## config.mk

```make
export PLATFORM = sky130hd
export DESIGN_NAME = hsg_gpio
export DESIGN_NICKNAME = d
export VERILOG_FILES = /design/src/pkg/hsg_pkg.sv /design/src/design/hsg_gpio.sv
export SDC_FILE = /design/constraint.sdc
export NUM_CORES = 1
export LEC_CHECK = 0
export ABC_AREA = 1
export BUFFER_PORTS_ARGS = -buffer_cell sky130_fd_sc_hd__buf_2
export CORE_AREA = 2 2 105 107
export CTS_CLUSTER_SIZE = 20
export DETAILED_ROUTE_END_ITERATION = 8
export DIE_AREA = 0 0 107 109
export GPL_TIMING_DRIVEN = 0
export PLACE_DENSITY = 0.74
export SETUP_SLACK_MARGIN = 0.1
export SLEW_MARGIN = 20
export SYNTH_ARGS = -nofsm -noshare
export SYNTH_HDL_FRONTEND = slang
export SYNTH_SLANG_ARGS = --single-unit
```

## constraint.sdc

```tcl
create_clock -name REF_CLK -period 4.7 [get_ports REF_CLK]
set_clock_uncertainty 0.2 [all_clocks]
set_input_delay 0.94 -clock REF_CLK [delete_from_list [all_inputs] [get_ports REF_CLK]]
set_output_delay 0.94 -clock REF_CLK [all_outputs]
set_load 0.05 [all_outputs]
```

## src/pkg/hsg_pkg.sv

```systemverilog
// Package: constants for the header simple GPIO block
package hsg_pkg;
  // ---------------------------------------------------------------------------
  // Bus widths
  // ---------------------------------------------------------------------------
  localparam int HSG_ADDR_W = 32;
  localparam int HSG_DATA_W = 32;
  localparam int HSG_PINS = 8;

  // ---------------------------------------------------------------------------
  // Address map
  // ---------------------------------------------------------------------------
  localparam logic [31:0] HSG_GPIO_BASE = 32'h12C0_0000;
  localparam logic [31:0] HSG_LEVEL_IDX = 32'h0000_0000;
  localparam logic [31:0] HSG_DIR_IDX = 32'h0000_0001;
  // Indices are word numbers; byte offset from the base is four times the index
  localparam logic [31:0] HSG_LEVEL_ADDR = HSG_GPIO_BASE + (HSG_LEVEL_IDX << 2);
  localparam logic [31:0] HSG_DIR_ADDR = HSG_GPIO_BASE + (HSG_DIR_IDX << 2);
  localparam logic [31:0] HSG_EXTRA_ADDR = 32'h2140_0000;

  // ---------------------------------------------------------------------------
  // Fields and reset values
  // ---------------------------------------------------------------------------
  localparam int HSG_EXTRA_DIR_BIT = 1;
  localparam int HSG_EXTRA_DATA_BIT = 2;
  localparam logic [7:0] HSG_LEVEL_RST = 8'h00;
  localparam logic [7:0] HSG_DIR_RST = 8'h00;
  localparam logic [7:0] HSG_EXTRA_RST = 8'h00;
  // Header bits taken over by the extra serial ports when fitted
  localparam int HSG_A_TXD_BIT = 2;
  localparam int HSG_A_RXD_BIT = 3;
  localparam int HSG_B_TXD_BIT = 4;
  localparam int HSG_B_RXD_BIT = 5;
  localparam int HSG_A_FRAME_BIT = 6;
  localparam int HSG_B_FRAME_BIT = 7;
  localparam logic [7:0] HSG_SERIAL_MASK = 8'hFC;
  localparam logic [7:0] HSG_SERIAL_OUT_MASK = 8'hD4;

  // ---------------------------------------------------------------------------
  // AXI responses
  // ---------------------------------------------------------------------------
  localparam logic [1:0] HSG_RESP_OKAY = 2'h0;
  localparam logic [1:0] HSG_RESP_SLVERR = 2'h2;

  typedef enum logic [2:0] {
    HSG_REG_LEVEL = 3'b001,
    HSG_REG_DIR = 3'b010,
    HSG_REG_EXTRA = 3'b100
  } hsg_reg_sel_t;
endpackage : hsg_pkg

```

## src/design/hsg_gpio.sv

```systemverilog
// Design: header simple GPIO block with AXI4-Lite register slave
// Function
// Without the serial option, header pins act as plain GPIO pins.
// With the serial option fitted, header pins carry the two extra serial ports.
// Level register at word index 0, direction at index 1, from the base address.
// Level bit one drives pin high, zero drives pin low.
// Direction bit one makes the pin output, zero input.
// Bit X controls header pin 2X+1, the odd pins.
// Pin 14 direction comes from bit 1 of the extra control location.
// Pin 14 level comes from bit 2, and bit 2 reads the pin.
// Input pins are not driven; level reads return pin or driven value. With the option fitted, bits 2..7 still read by pin_direction alone.
`timescale 1ns/1ps
`default_nettype none
module hsg_gpio (
  input wire logic REF_CLK,
  input wire logic SYS_RST,
  // AXI4-Lite slave
  input wire logic [hsg_pkg::HSG_ADDR_W-1:0] S_AXI_AWADDR,
  input wire logic [2:0] S_AXI_AWPROT,
  input wire logic S_AXI_AWVALID,
  output logic S_AXI_AWREADY,
  input wire logic [hsg_pkg::HSG_DATA_W-1:0] S_AXI_WDATA,
  input wire logic [3:0] S_AXI_WSTRB,
  input wire logic S_AXI_WVALID,
  output logic S_AXI_WREADY,
  output logic [1:0] S_AXI_BRESP,
  output logic S_AXI_BVALID,
  input wire logic S_AXI_BREADY,
  input wire logic [hsg_pkg::HSG_ADDR_W-1:0] S_AXI_ARADDR,
  input wire logic [2:0] S_AXI_ARPROT,
  input wire logic S_AXI_ARVALID,
  output logic S_AXI_ARREADY,
  output logic [hsg_pkg::HSG_DATA_W-1:0] S_AXI_RDATA,
  output logic [1:0] S_AXI_RRESP,
  output logic S_AXI_RVALID,
  input wire logic S_AXI_RREADY,
  // Build option strap
  input wire logic EXTRA_SERIAL_FITTED,
  // Odd header pins, bit X on pin 2X+1
  input wire logic [hsg_pkg::HSG_PINS-1:0] HEADER_IO_IN,
  output logic [hsg_pkg::HSG_PINS-1:0] HEADER_IO_OUT,
  output logic [hsg_pkg::HSG_PINS-1:0] HEADER_IO_OE_N,
  // Header pin 14
  input wire logic PIN14_IN,
  output logic PIN14_OUT,
  output logic PIN14_OE_N,
  // Extra serial ports
  input wire logic EXTRA_SERIAL_A_TXD,
  input wire logic EXTRA_SERIAL_A_FRAME,
  output logic EXTRA_SERIAL_A_RXD,
  input wire logic EXTRA_SERIAL_B_TXD,
  input wire logic EXTRA_SERIAL_B_FRAME,
  output logic EXTRA_SERIAL_B_RXD
);
  import hsg_pkg::*;

  // ---------------------------------------------------------------------------
  // Write channel
  // ---------------------------------------------------------------------------
  logic aw_held;
  logic w_held;
  logic [31:0] aw_addr;
  logic [31:0] w_data;
  logic [3:0] w_strb;
  logic do_write;
  logic wr_hit_level;
  logic wr_hit_dir;
  logic wr_hit_extra;

  assign S_AXI_AWREADY = !aw_held;
  assign S_AXI_WREADY = !w_held;
  // Both halves in and no response pending; AW and W may come in either order
  assign do_write = aw_held && w_held && !S_AXI_BVALID;

  always_ff @(posedge REF_CLK or posedge SYS_RST) begin
    if (SYS_RST) begin
      aw_held <= 1'b0;
      aw_addr <= 32'h0000_0000;
    end else if (S_AXI_AWVALID && !aw_held) begin
      aw_held <= 1'b1;
      aw_addr <= S_AXI_AWADDR;
    end else if (do_write) begin
      aw_held <= 1'b0;
    end
  end

  always_ff @(posedge REF_CLK or posedge SYS_RST) begin
    if (SYS_RST) begin
      w_held <= 1'b0;
      w_data <= 32'h0000_0000;
      w_strb <= 4'h0;
    end else if (S_AXI_WVALID && !w_held) begin
      w_held <= 1'b1;
      w_data <= S_AXI_WDATA;
      w_strb <= S_AXI_WSTRB;
    end else if (do_write) begin
      w_held <= 1'b0;
    end
  end

  // Address decode
  always_comb begin
    wr_hit_level = 1'b0;
    wr_hit_dir = 1'b0;
    wr_hit_extra = 1'b0;
    if (aw_addr == HSG_LEVEL_ADDR) begin
      wr_hit_level = 1'b1;
    end else if (aw_addr == HSG_DIR_ADDR) begin
      wr_hit_dir = 1'b1;
    end else if (aw_addr == HSG_EXTRA_ADDR) begin
      wr_hit_extra = 1'b1;
    end
  end

  always_ff @(posedge REF_CLK or posedge SYS_RST) begin
    if (SYS_RST) begin
      S_AXI_BVALID <= 1'b0;
      S_AXI_BRESP <= HSG_RESP_OKAY;
    end else if (do_write) begin
      S_AXI_BVALID <= 1'b1;
      S_AXI_BRESP <= (wr_hit_level || wr_hit_dir || wr_hit_extra) ?
                     HSG_RESP_OKAY : HSG_RESP_SLVERR;
    end else if (S_AXI_BREADY) begin
      S_AXI_BVALID <= 1'b0;
    end
  end

  // ---------------------------------------------------------------------------
  // Registers
  // ---------------------------------------------------------------------------
  logic [7:0] pin_level;
  logic [7:0] pin_direction;
  logic [7:0] extra_pin_control;
  logic wr_byte0;

  // Only byte lane 0 carries register data
  assign wr_byte0 = do_write && w_strb[0];

  always_ff @(posedge REF_CLK or posedge SYS_RST) begin
    if (SYS_RST) begin
      pin_level <= HSG_LEVEL_RST;
    end else if (wr_byte0 && wr_hit_level) begin
      pin_level <= w_data[7:0];
    end
  end

  always_ff @(posedge REF_CLK or posedge SYS_RST) begin
    if (SYS_RST) begin
      pin_direction <= HSG_DIR_RST;
    end else if (wr_byte0 && wr_hit_dir) begin
      pin_direction <= w_data[7:0];
    end
  end

  always_ff @(posedge REF_CLK or posedge SYS_RST) begin
    if (SYS_RST) begin
      extra_pin_control <= HSG_EXTRA_RST;
    end else if (wr_byte0 && wr_hit_extra) begin
      extra_pin_control <= w_data[7:0];
    end
  end

  // ---------------------------------------------------------------------------
  // Pin drive
  // ---------------------------------------------------------------------------
  logic [7:0] serial_out;
  logic [7:0] next_pin_out;
  logic [7:0] next_pin_oe_n;
  logic [7:0] level_view;

  always_comb begin
    serial_out = 8'h00;
    serial_out[HSG_A_TXD_BIT] = EXTRA_SERIAL_A_TXD;
    serial_out[HSG_B_TXD_BIT] = EXTRA_SERIAL_B_TXD;
    serial_out[HSG_A_FRAME_BIT] = EXTRA_SERIAL_A_FRAME;
    serial_out[HSG_B_FRAME_BIT] = EXTRA_SERIAL_B_FRAME;
  end

  genvar gi;
  generate
    for (gi = 0; gi < HSG_PINS; gi++) begin : g_pin
      // Bit gi sits on header pin 2*gi+1
      always_comb begin
        if (EXTRA_SERIAL_FITTED && HSG_SERIAL_MASK[gi]) begin
          next_pin_out[gi] = serial_out[gi];
          next_pin_oe_n[gi] = !HSG_SERIAL_OUT_MASK[gi];
        end else begin
          next_pin_out[gi] = pin_level[gi];
          next_pin_oe_n[gi] = !pin_direction[gi];
        end
        level_view[gi] = pin_direction[gi] ? pin_level[gi] : HEADER_IO_IN[gi];
      end
    end
  endgenerate

  always_ff @(posedge REF_CLK or posedge SYS_RST) begin
    if (SYS_RST) begin
      HEADER_IO_OUT <= 8'h00;
      HEADER_IO_OE_N <= 8'hFF;
    end else begin
      HEADER_IO_OUT <= next_pin_out;
      HEADER_IO_OE_N <= next_pin_oe_n;
    end
  end

  // Receive lines idle high when the option is off
  always_ff @(posedge REF_CLK or posedge SYS_RST) begin
    if (SYS_RST) begin
      EXTRA_SERIAL_A_RXD <= 1'b1;
      EXTRA_SERIAL_B_RXD <= 1'b1;
    end else begin
      EXTRA_SERIAL_A_RXD <= EXTRA_SERIAL_FITTED ? HEADER_IO_IN[HSG_A_RXD_BIT] : 1'b1;
      EXTRA_SERIAL_B_RXD <= EXTRA_SERIAL_FITTED ? HEADER_IO_IN[HSG_B_RXD_BIT] : 1'b1;
    end
  end

  always_ff @(posedge REF_CLK or posedge SYS_RST) begin
    if (SYS_RST) begin
      PIN14_OUT <= 1'b0;
      PIN14_OE_N <= 1'b1;
    end else begin
      PIN14_OUT <= extra_pin_control[HSG_EXTRA_DATA_BIT];
      PIN14_OE_N <= !extra_pin_control[HSG_EXTRA_DIR_BIT];
    end
  end

  // ---------------------------------------------------------------------------
  // Read channel
  // ---------------------------------------------------------------------------
  logic [7:0] next_rbyte;
  logic next_rhit;
  logic [7:0] extra_view;

  assign S_AXI_ARREADY = !S_AXI_RVALID;

  always_comb begin
    extra_view = extra_pin_control;
    // Data bit reports the pin level while pin 14 is an input
    if (!extra_pin_control[HSG_EXTRA_DIR_BIT]) begin
      extra_view[HSG_EXTRA_DATA_BIT] = PIN14_IN;
    end
  end

  always_comb begin
    next_rbyte = 8'h00;
    next_rhit = 1'b1;
    if (S_AXI_ARADDR == HSG_LEVEL_ADDR) begin
      next_rbyte = level_view;
    end else if (S_AXI_ARADDR == HSG_DIR_ADDR) begin
      next_rbyte = pin_direction;
    end else if (S_AXI_ARADDR == HSG_EXTRA_ADDR) begin
      next_rbyte = extra_view;
    end else begin
      next_rhit = 1'b0;
    end
  end

  always_ff @(posedge REF_CLK or posedge SYS_RST) begin
    if (SYS_RST) begin
      S_AXI_RVALID <= 1'b0;
      S_AXI_RDATA <= 32'h0000_0000;
      S_AXI_RRESP <= HSG_RESP_OKAY;
    end else if (S_AXI_ARVALID && S_AXI_ARREADY) begin
      S_AXI_RVALID <= 1'b1;
      S_AXI_RDATA <= {24'h00_0000, next_rbyte};
      S_AXI_RRESP <= next_rhit ? HSG_RESP_OKAY : HSG_RESP_SLVERR;
    end else if (S_AXI_RREADY) begin
      S_AXI_RVALID <= 1'b0;
    end
  end
endmodule : hsg_gpio
`default_nettype wire

```

==> results of run 1 <==
-- routing by layer --
metal	vias to the layer above	track usage
li1	1997	-
met1	1779	0.235
met2	148	0.317
met3	11	0.0418
met4	0	0.0510
met5	-	0
-- sequential cells by signal, summed over array words and instances (netlist names) --
name / flops
EXTRA_SERIAL_A_RXD: 1
EXTRA_SERIAL_B_RXD: 1
HEADER_IO_OE_N: 8
HEADER_IO_OUT: 8
PIN14_OE_N: 1
PIN14_OUT: 1
S_AXI_BRESP: 1
S_AXI_BVALID: 1
S_AXI_RDATA: 8
S_AXI_RRESP: 1
S_AXI_RVALID: 1
aw_addr: 32
aw_held: 1
extra_pin_control: 8
pin_direction: 8
pin_level: 8
w_data: 8
w_held: 1
w_strb: 1
-- placed cells by master (no fill, tap or decap), drive strengths merged --
cell type,netlist,final
mux2i,2,2
clkinv,2,6
nor3,7,7
inv,60,63
nand2,139,139
clkbuf,5,14
dfstp,11,11
conb,1,26
a21oi,37,37
nor2,75,75
dfrtp,88,88
nand4,8,8
nand3,49,49
mux2,13,13
buf,30,159
or2,2,2
o21ai,15,15
nor2b,1,1
-- Yosys cell counts --
master / count / share of area
nor2_1: 64 / 0.051
nand2_2: 2 / 0.0027
nand3_1: 45 / 0.048
dfrtp_1: 88 / 0.47
nand4_1: 7 / 0.0094
conb_1: 1 / 0.00080
inv_1: 52 / 0.042
nor3_1: 4 / 0.0043
nand4_2: 1 / 0.0027
clkinv_2: 1 / 0.0011
mux2_2: 13 / 0.031
nor2_2: 7 / 0.0094
buf_2: 3 / 0.0032
clkbuf_1: 5 / 0.0040
inv_2: 8 / 0.0064
or2_2: 2 / 0.0027
clkinv_1: 1 / 0.00080
dfstp_2: 11 / 0.062
buf_4: 27 / 0.043
nand3_2: 4 / 0.0086
mux2i_1: 2 / 0.0043
nand2_4: 2 / 0.0048
nor2b_1: 1 / 0.0013
nor3_2: 1 / 0.0021
nor2_8: 1 / 0.0043
nand2_1: 135 / 0.11
nor2_4: 3 / 0.0072
o21ai_0: 15 / 0.016
nor3_4: 2 / 0.0070
a21oi_1: 37 / 0.040
-- worst max-delay path by stage --
stage	cells past startpoint	endpoint	slack, ns	startpoint
5_1_grt	1	HEADER_IO_OE_N[4]	2.34	HEADER_IO_OE_N[4]
4_1_cts	1	HEADER_IO_OE_N[4]	2.38	HEADER_IO_OE_N[4]
6_report	1	HEADER_IO_OE_N[4]	2.40	HEADER_IO_OE_N[4]
3_3_place_gp	2	HEADER_IO_OUT[7]	0.03	SYS_RST
2_1_floorplan	1	HEADER_IO_OUT[0]	0.99	SYS_RST
3_5_place_dp	10	S_AXI_RDATA[3]	2.37	S_AXI_ARADDR[17]
-- stage by stage --
stage,worst slack [ns],util,instance area [um^2],std cells
global placement,0.0285,0.527,5580,838
finish,2.40,0.550,5830,855
global route,2.34,0.550,5830,855
CTS,2.38,0.550,5830,855
floorplan,0.988,-,4770,570
detailed placement,2.37,0.530,5620,839
-- logic make-up (layout without fill, tap and decap cells) --
logic type | Yosys count | after routing
AO/OA/AOI/OAI | 52 | 52
buffers and inverters | 97 | 242
flip-flops | 99 | 99
multiplexers | 15 | 15
other | 1 | 26
AND/OR/NAND/NOR | 281 | 281
-- layout make-up --
cell class,instances,area share
plain buffers,35,0.0405
clock buffers,9,0.0212
clock inverters,7,0.0161
inverters,62,0.0410
multi-input cells,374,0.310
flip-flops and latches,99,0.427
well taps,140,0.0300
repair buffers,129,0.115
-- power breakdown --
part	total, mW	internal (mW)	switching, mW
Sequential	1.16	1.05	0.116
Clock	0.562	0.218	0.344
Combinational	0.699	0.232	0.468
==> summary.txt, run 1 <==
Run status
  – Run status: complete, no violations

Place
  – Post-DP HPWL: ~8000 um
  – Port buffer count: 128
  – GPL Wtd Cong: 0.832

Setup path
  – WP buf/inv: 1
  – Critical Path Slowest Stage Cell: dfstp_2
  – FF-to-FF path depth: 7
  – Startpoint types: flop
  – Crit path arrival time: 1.16 ns
  – Worst path cell trace: buf_2
  – R2r startpoint: aw_addr[6]
  – CP peak stage delay: about 0.54 ns
  – Worst EP required: around 3.6 ns
  – Kind of cell adding the most delay to the critical path: flip-flops
  – Critical path endpoint category: output pin
  – Type of the worst setup path: reg -> out
  – R2R Setup Slk: 2.95 ns
  – R2R Path End: pin_level[2]
  – Worst-path fanout max: 1

Route
  – Final wirelength: ~10000 um
  – DRC: 0
  – Detailed Routing Iterations Pass 1: 5
  – Routed Antenna Nets: 0
  – Wire per inst: 12.0 um
  – Via count of the routed design: 3935
  – Avg Vias per Cell: 4.60
  – Met2 WL post-DR: 4920 um
  – Uppermost layer routed: met4
  – Met3 routed wirelength: 728 um
  – DRT iter0 DRCs: around 120
  – WL met1: approximately 4500 um

Timing
  – Min Tclk post-route: roughly 2.3 ns
  – Hold WS: 0.220 ns
  – Final setup viols: 0
  – Period utilization: 0.489
  – RSZ-0062 raised after global routing: false
  – TNS Setup: 0 ns
  – Fmax: 435 MHz
  – Fin. Hold Viols: 0
  – Max Slew Vio Count: 0

CTS
  – Post-CTS Setup Repair Bufs: 0
  – Post_cts resized: 0
  – TritonCTS clock tree: done
  – H-tree depth: 3
  – CTS clk-pin slew, worst paths: roughly 0.12 ns
  – Clk_lat worst skew: 0.37 ns
  – Buffer levels on the longest clock path: 2
  – Hold_buf cts: 0
  – Sink Count: 99
  – Total CTS buffers: 9
  – Clock Root Buffer: clkbuf_8

Min path
  – Worst min path class: reg -> reg
  – Hold EP: HEADER_IO_OUT[0]
  – Worst Hold Launch: pin_level[0]
  – Hold depth: 0

Yosys
  – Sequential area share after synthesis: 0.533
  – Synth Cell Area: 4670 um^2
  – Seq cells post-synth: roughly 100
  – YS warnings: 0
  – Mux contribution to synthesized area: 0.0356
  – Avg Cell Area, Syn: 8.58 um^2
  – Synth Area in Compound Gates: 0.0557
  – Number of library cell types mapped by synthesis: 30
  – Main combinational cell family by area after synthesis: simple AND/OR/NAND/NOR gates
  – Post-Synth Simple-Gate Area: 0.274
  – Synth Area in XOR/XNOR: 0
  – Synth Area in Adders: 0
  – Gate Count Post-Synth: 545

Floorplanning
  – Die Ht: about 110 um
  – Die span in x: 107 um
  – Core area: between 10000 and 15000 um^2
  – I/O pin count: 188
  – Row count: 38
  – Initial core utilization: 0.441
  – Die Footprint: 11700 um^2

Layout
  – Fill cells: 965
  – Area delta synth->final: 24.8%
  – Area of the multi-input gates: 1810 um^2
  – Antenna fix cells: 0
  – Seq. cell area: 2490 um^2
  – Nets: 837
  – Layout cells sized above 1: 0.327

GRT
  – Initial antenna violation count: 0
  – Total gr overflow: 0
  – GRT Total Usage: 0.184
  – First-pass GRT wire length: 17000 um
  – Vias in the first global route: 3727
  – Largest net degree at the start of global routing: 64

Run
  – Max Cap Viol: 0

Power and ir drop
  – Max IR drop VDD: 0.000299 V
  – Power per cell area: about 420 nW/um^2
  – Final Power: 2.43 mW
  – Leak pwr: 3.19 nW
No activity file was read; power rests on OpenSTA's default activity.
==> run 2: changes to the inputs <==
CORE_AREA = 2 2 107 109   (was 2 2 105 107)
DIE_AREA = 0 0 109 111   (was 0 0 107 109)
PLACE_DENSITY = 0.75   (was 0.74)
clock period = 2.1 ns   (was 4.7 ns; I/O delays follow)
==> run 2 against run 1 <==
The run now ends with negative hold slack left; cell area rose by 2.0%; first-iteration DRC count is 5.9% lower; worst setup slack worse by 2.1 ns; total power rose by 140%; global-route usage up 0.74 points; flip-flop and latch count unchanged; critical path depth is 6 higher; core utilization shrank 1.3 points; hold slack got worse by 0.23 ns; sequential power up 130%; critical endpoint is now pin_level[4]; largest cell class unchanged; largest power group unchanged.
==> summary.txt, run 2 (synthesis results as in run 1) <==
Timing
  – RSZ-0062 raised after global routing: false
  – Slew headroom: 0.521
  – Fin. Hold Viols: 23
  – Worst Tran Pin Value: 0.717 ns
  – Final setup viols: 0
  – Min Tclk post-route: 1.76 ns
  – Period utilization: 0.838
  – Setup ws final: ~0.34 ns
  – Hold WS: -0.0142 ns
  – Max Slew Vio Count: 0
  – Fmax: between 500 and 600 MHz
  – TNS Setup: 0 ns

Route
  – Wire per inst: 12.9 um
  – Final wirelength: 11100 um
  – DRT iter0 DRCs: 111
  – Avg Vias per Cell: 4.65
  – Routed Antenna Nets: 0
  – Via count of the routed design: 4003
  – Detailed Routing Iterations Pass 1: 4
  – DRC: 0

GRT
  – Met1 Usage GRT: 0.226
  – Largest net degree at the start of global routing: 37
  – Vias in the first global route: between 4000 and 5000
  – Total gr overflow: 0
  – GRT Total Usage: 0.192
  – Most Crowded Layer GR: met2
  – First-pass GRT wire length: 18400 um
  – Grt met3 use: 0.0464
  – M2 GR Usage: 0.340
  – Initial antenna violation count: 4

Place
  – Placed Area: between 5000 and 6000 um^2
  – GPL Wtd Cong: 0.843
  – Pre-CTS worst setup slack: 0.238 ns
  – Post-DP HPWL: 8700 um
  – Port buffer count: 128
  – Placed Cells: 843

Floorplanning
  – Die Footprint: 12100 um^2
  – Core area: 11100 um^2
  – Die Ht: 111 um
  – Initial core utilization: 0.422
  – Die span in x: 109 um
  – I/O pin count: roughly 190
  – Row count: 39

Power and ir drop
  – Max IR drop VDD: 0.000590 V
  – Power per cell area: 992 nW/um^2
  – Leak pwr: ~3.2 nW
  – Final Power: 5.90 mW

Setup path
  – Worst EP required: around 2.2 ns
  – R2R Setup Slk: 0.34 ns
  – Type of the worst setup path: reg -> reg
  – CP endpoint: pin_level[4]
  – Worst-path fanout max: 8
  – CP startpoint: aw_addr[18]
  – R2R Path End: pin_level[4]
  – Critical path endpoint category: flop
  – R2r startpoint: aw_addr[18]
  – FF-to-FF path depth: 7
  – Crit path arrival time: 1.84 ns
  – Startpoint types: flop

CTS
  – Post-CTS Setup Repair Bufs: 0
  – H-tree depth: 3
  – Clk_lat worst skew: 0.34 ns
  – Buffer levels on the longest clock path: 2
  – CTS clk-pin slew, worst paths: 0.07 ns
  – Total CTS buffers: 9
  – Post_cts resized: 0
  – Sink Count: between 90 and 100
  – Clock Root Buffer: clkbuf_16
  – Hold_buf cts: 0
  – TritonCTS clock tree: done

Layout
  – Max reg flops: 32
  – Biggest register: aw_addr
  – Final Non-Filler Cells: 861
  – Layout cells sized above 1: 0.331
  – Commonest non-fill, non-tap cells in the layout: nand2_1 (135), buf_2 (131), dfrtp_1 (87)
  – Final core utilization: 0.537
  – Commonest non-fill, non-tap cell in the layout: nand2_1
  – Area delta synth->final: 27.3%
  – Nets: 838
  – Post-layout instance area: 5950 um^2

Run status
  – Run status: complete, but fails checks
  – Failing checks: negative hold slack

Run
  – Max Cap Viol: 0

Min path
  – Worst min path class: in -> async
==> run 2: how the worst min path moves through the flow <==
stage	to	slack [ns]	cells after the start
CTS	HEADER_IO_OUT[0]	0.0005	2
floorplan	HEADER_IO_OUT[0]	0.17	0
global route	pin_level[0]	0.03	2
finish	HEADER_IO_OUT[0]	-0.01	2
global placement	HEADER_IO_OUT[1]	0.19	0
detailed placement	HEADER_IO_OUT[1]	0.21	0
==> run 2: layout make-up <==
class / instances / area [um^2]
Timing Repair Buffer: 130 / 681
Multi-Input combinational cell: 374 / 1810
Clock buffer: 9 / 225
Clock inverter: 7 / 82.6
Tap cell: 143 / 179
Sequential cell: 99 / 2490
Fill cell: 1011 / 5130
Inverter: 62 / 241
Antenna cell: 2 / 5.00
Buffer: 35 / 236
==> run 2: metal layers <==
| metal | up-vias | wire, um |
|---|---|---|
| li1 | 2007 | - |
| met1 | 1834 | 4470 |
| met2 | 145 | 5610 |
| met3 | 13 | 906 |
| met4 | 4 | 111 |
| met5 | - | 19 |
==> run 2: critical path: stages, from the launching register on <==
cell	delay, ns
dfrtp_1	0.36
inv_1	0.08
nand4_1	0.15
nor2_2	0.18
nand3_1	0.18
nor3_4	0.34
nand2_1	0.12
nand2_1	0.08
==> run 2: power breakdown <==
| group | internal (mW) | switching [mW] | leakage, nW | total (mW) |
|---|---|---|---|---|
| sequential | 2.35 | 0.267 | 1.21 | 2.62 |
| combinational | 0.521 | 1.06 | 1.87 | 1.58 |
| clock | 0.945 | 0.758 | 0.145 | 1.70 |
==> run 3: changes to the inputs <==
clock period = 1.6 ns   (was 2.1 ns; I/O delays follow)
==> run 3 against run 2 <==
The flow finishes with violations (negative setup slack); cell area increased by 8.9%; routed wire length grew 1.1%; non-clock buffer count rose by 20; via count grew 1.8%; global-route usage down 0.80 points; sequential power is 33% higher; core utilization increased by 4.8 points; flip-flop and latch count unchanged; clock power is 31% higher; register-to-register slack got worse by 0.42 ns; critical path depth is 1 higher; sequential share of layout area shrank 3.4 points; critical path type unchanged; largest cell class unchanged; highest routed layer is now met4.
==> summary.txt, run 3 (synthesis results as in run 1) <==
CTS
  – Buffer levels on the longest clock path: 2
  – CTS clk-pin slew, worst paths: 0.07 ns
  – TritonCTS clock tree: done
  – Clock Root Buffer: clkbuf_16
  – Sink Count: 99
  – H-tree depth: 3
  – Clk_lat worst skew: between 0.3 and 0.4 ns
  – Total CTS buffers: 9

GRT
  – Total gr overflow: 0
  – First-pass GRT wire length: 17800 um
  – Vias in the first global route: between 3000 and 4000
  – Largest net degree at the start of global routing: 36
  – GRT Total Usage: 0.184
  – Initial antenna violation count: 1

Floorplanning
  – Die span in x: 109 um
  – I/O pin count: 188
  – Row count: 39
  – Core area: 11100 um^2
  – Die Ht: 111 um
  – Die Footprint: 12100 um^2
  – Initial core utilization: 0.422

Layout
  – Fill cells: between 900 and 1000
  – Post-layout instance area: 6480 um^2
  – Commonest non-fill, non-tap cells in the layout: nand2_1 (124), buf_2 (103), dfrtp_1 (86)
  – Biggest register: aw_addr
  – Nets: 860
  – Commonest non-fill, non-tap cell in the layout: nand2_1
  – Max reg flops: 32
  – Layout cells sized above 1: 0.371
  – Final core utilization: 0.585
  – Antenna fix cells: 0
  – Area delta synth->final: 38.7%

Run status
  – Failing checks: negative setup slack
  – Run status: complete, but fails checks

Setup path
  – Startpoint types: flop
  – Crit path arrival time: 1.76 ns
  – Worst-path fanout max: 8
  – Type of the worst setup path: reg -> reg
  – Worst EP required: between 1.5 and 2 ns
  – Critical path endpoint category: flop
  – R2r startpoint: aw_addr[5]
  – CP startpoint: aw_addr[5]

Route
  – DRC: 0
  – Routed Antenna Nets: 0
  – Detailed Routing Iterations Pass 1: 4
  – Via count of the routed design: a little over 4000
  – Met2 WL post-DR: 5750 um
  – DRT iter0 DRCs: 128
  – Final wirelength: between 10000 and 15000 um
  – Uppermost layer routed: met4
  – Wire per inst: around 13 um
  – WL met1: about 4600 um
  – Met3 routed wirelength: 722 um
  – Avg Vias per Cell: 4.63

Power and ir drop
  – Net Sw Frac: 0.353
  – Power per cell area: ~1200 nW/um^2
  – Gate power share: 0.290
  – Clock group share of total power: 0.276
  – Share of power burned in registers: 0.434
  – Switching Power: roughly 2.8 mW
  – Int Pwr: 5.21 mW
  – Max IR drop VDD: 0.000884 V
  – Leak pwr: 3.44 nW
  – Final Power: roughly 8 mW

Timing
  – Fin. Hold Viols: 0
  – Max Slew Vio Count: 0
  – Final setup viols: 19
  – RSZ-0062 raised after global routing: true
  – Period utilization: 1.05
  – Setup ws final: -0.0796 ns
  – Fmax: between 500 and 600 MHz
  – Min Tclk post-route: 1.68 ns

Place
  – Pre-CTS worst setup slack: -0.225 ns
  – Placed Area: 5690 um^2
  – Port buffer count: 128
  – GPL Wtd Cong: 0.795
  – Post-DP HPWL: 8330 um

Min path
  – Worst Hold Launch: S_AXI_WDATA[7]
  – Worst min path class: in -> reg

Run
  – Max Cap Viol: 0
## run 3: metal layers
layer,vias up,GRT usage
li1,2054,-
met1,1880,0.216
met2,127,0.329
met3,14,0.0447
met4,0,0.0487
met5,-,0
## run 3: stage by stage
step                cells  hold slack [ns]  TNS (ns)
floorplan             570            0.174     -8.09
global placement      841            0.191    -62.47
detailed placement    844            0.129     -4.00
CTS                   871         0.000108     -2.00
global route          881          0.00166     -3.74
finish                881          0.00897    -0.972
## run 3: power groups by stage
stage	Sequential [mW]	Clock (mW)	Combinational, mW
after floorplan	3.56	0	1.46
after global placement	3.47	0	2.02
after detailed placement	3.50	0	2.12
after CTS	3.46	2.27	2.27
after global routing	3.56	2.38	2.60
final	3.49	2.22	2.34
## run 3: area by class of cell
type	count	area, um^2	area share
Tap cell	143	179	0.0276
Sequential cell	99	2490	0.385
Timing Repair inverter	1	5.00	0.000772
Inverter	62	254	0.0392
Clock buffer	9	225	0.0347
Clock inverter	7	85.1	0.0131
Timing Repair Buffer	150	1070	0.165
Multi-Input combinational cell	375	1920	0.296
Buffer	35	256	0.0396
## run 3: repair_timing
| item | in CTS | in global routing |
|---|---|---|
| pin swaps | 7 | 12 |
| gates resized for setup | 55 | 37 |
| setup buffers | 2 | 8 |
| cloned | 0 | 2 |
| endpoints found under the hold margin | 18 | 0 |
| setup endpoints to repair | 65 | 82 |
| hold buffers | 9 | 0 |
## run 3: worst paths after layout
kind	to	cells past startpoint	slack (ns)
worst max-delay path	pin_level[5]	8	-0.08
worst min-delay path	w_data[7]	2	0.009
worst max register to register	pin_level[5]	8	-0.08
worst min register to register	HEADER_IO_OUT[0]	0	0.21
max in group asynchronous	HEADER_IO_OE_N[6]	5	0.33
min in group asynchronous	pin_level[1]	3	0.24
## run 3: worst max-delay path, stage by stage (launching register included)
cell and delay [ns]:
dfrtp_1 0.36, inv_1 0.09, nand4_1 0.21, nor2_4 0.17
nand2_4 0.09, nor3_4 0.22, buf_12 0.16, nand2_4 0.05
nand2_2 0.07
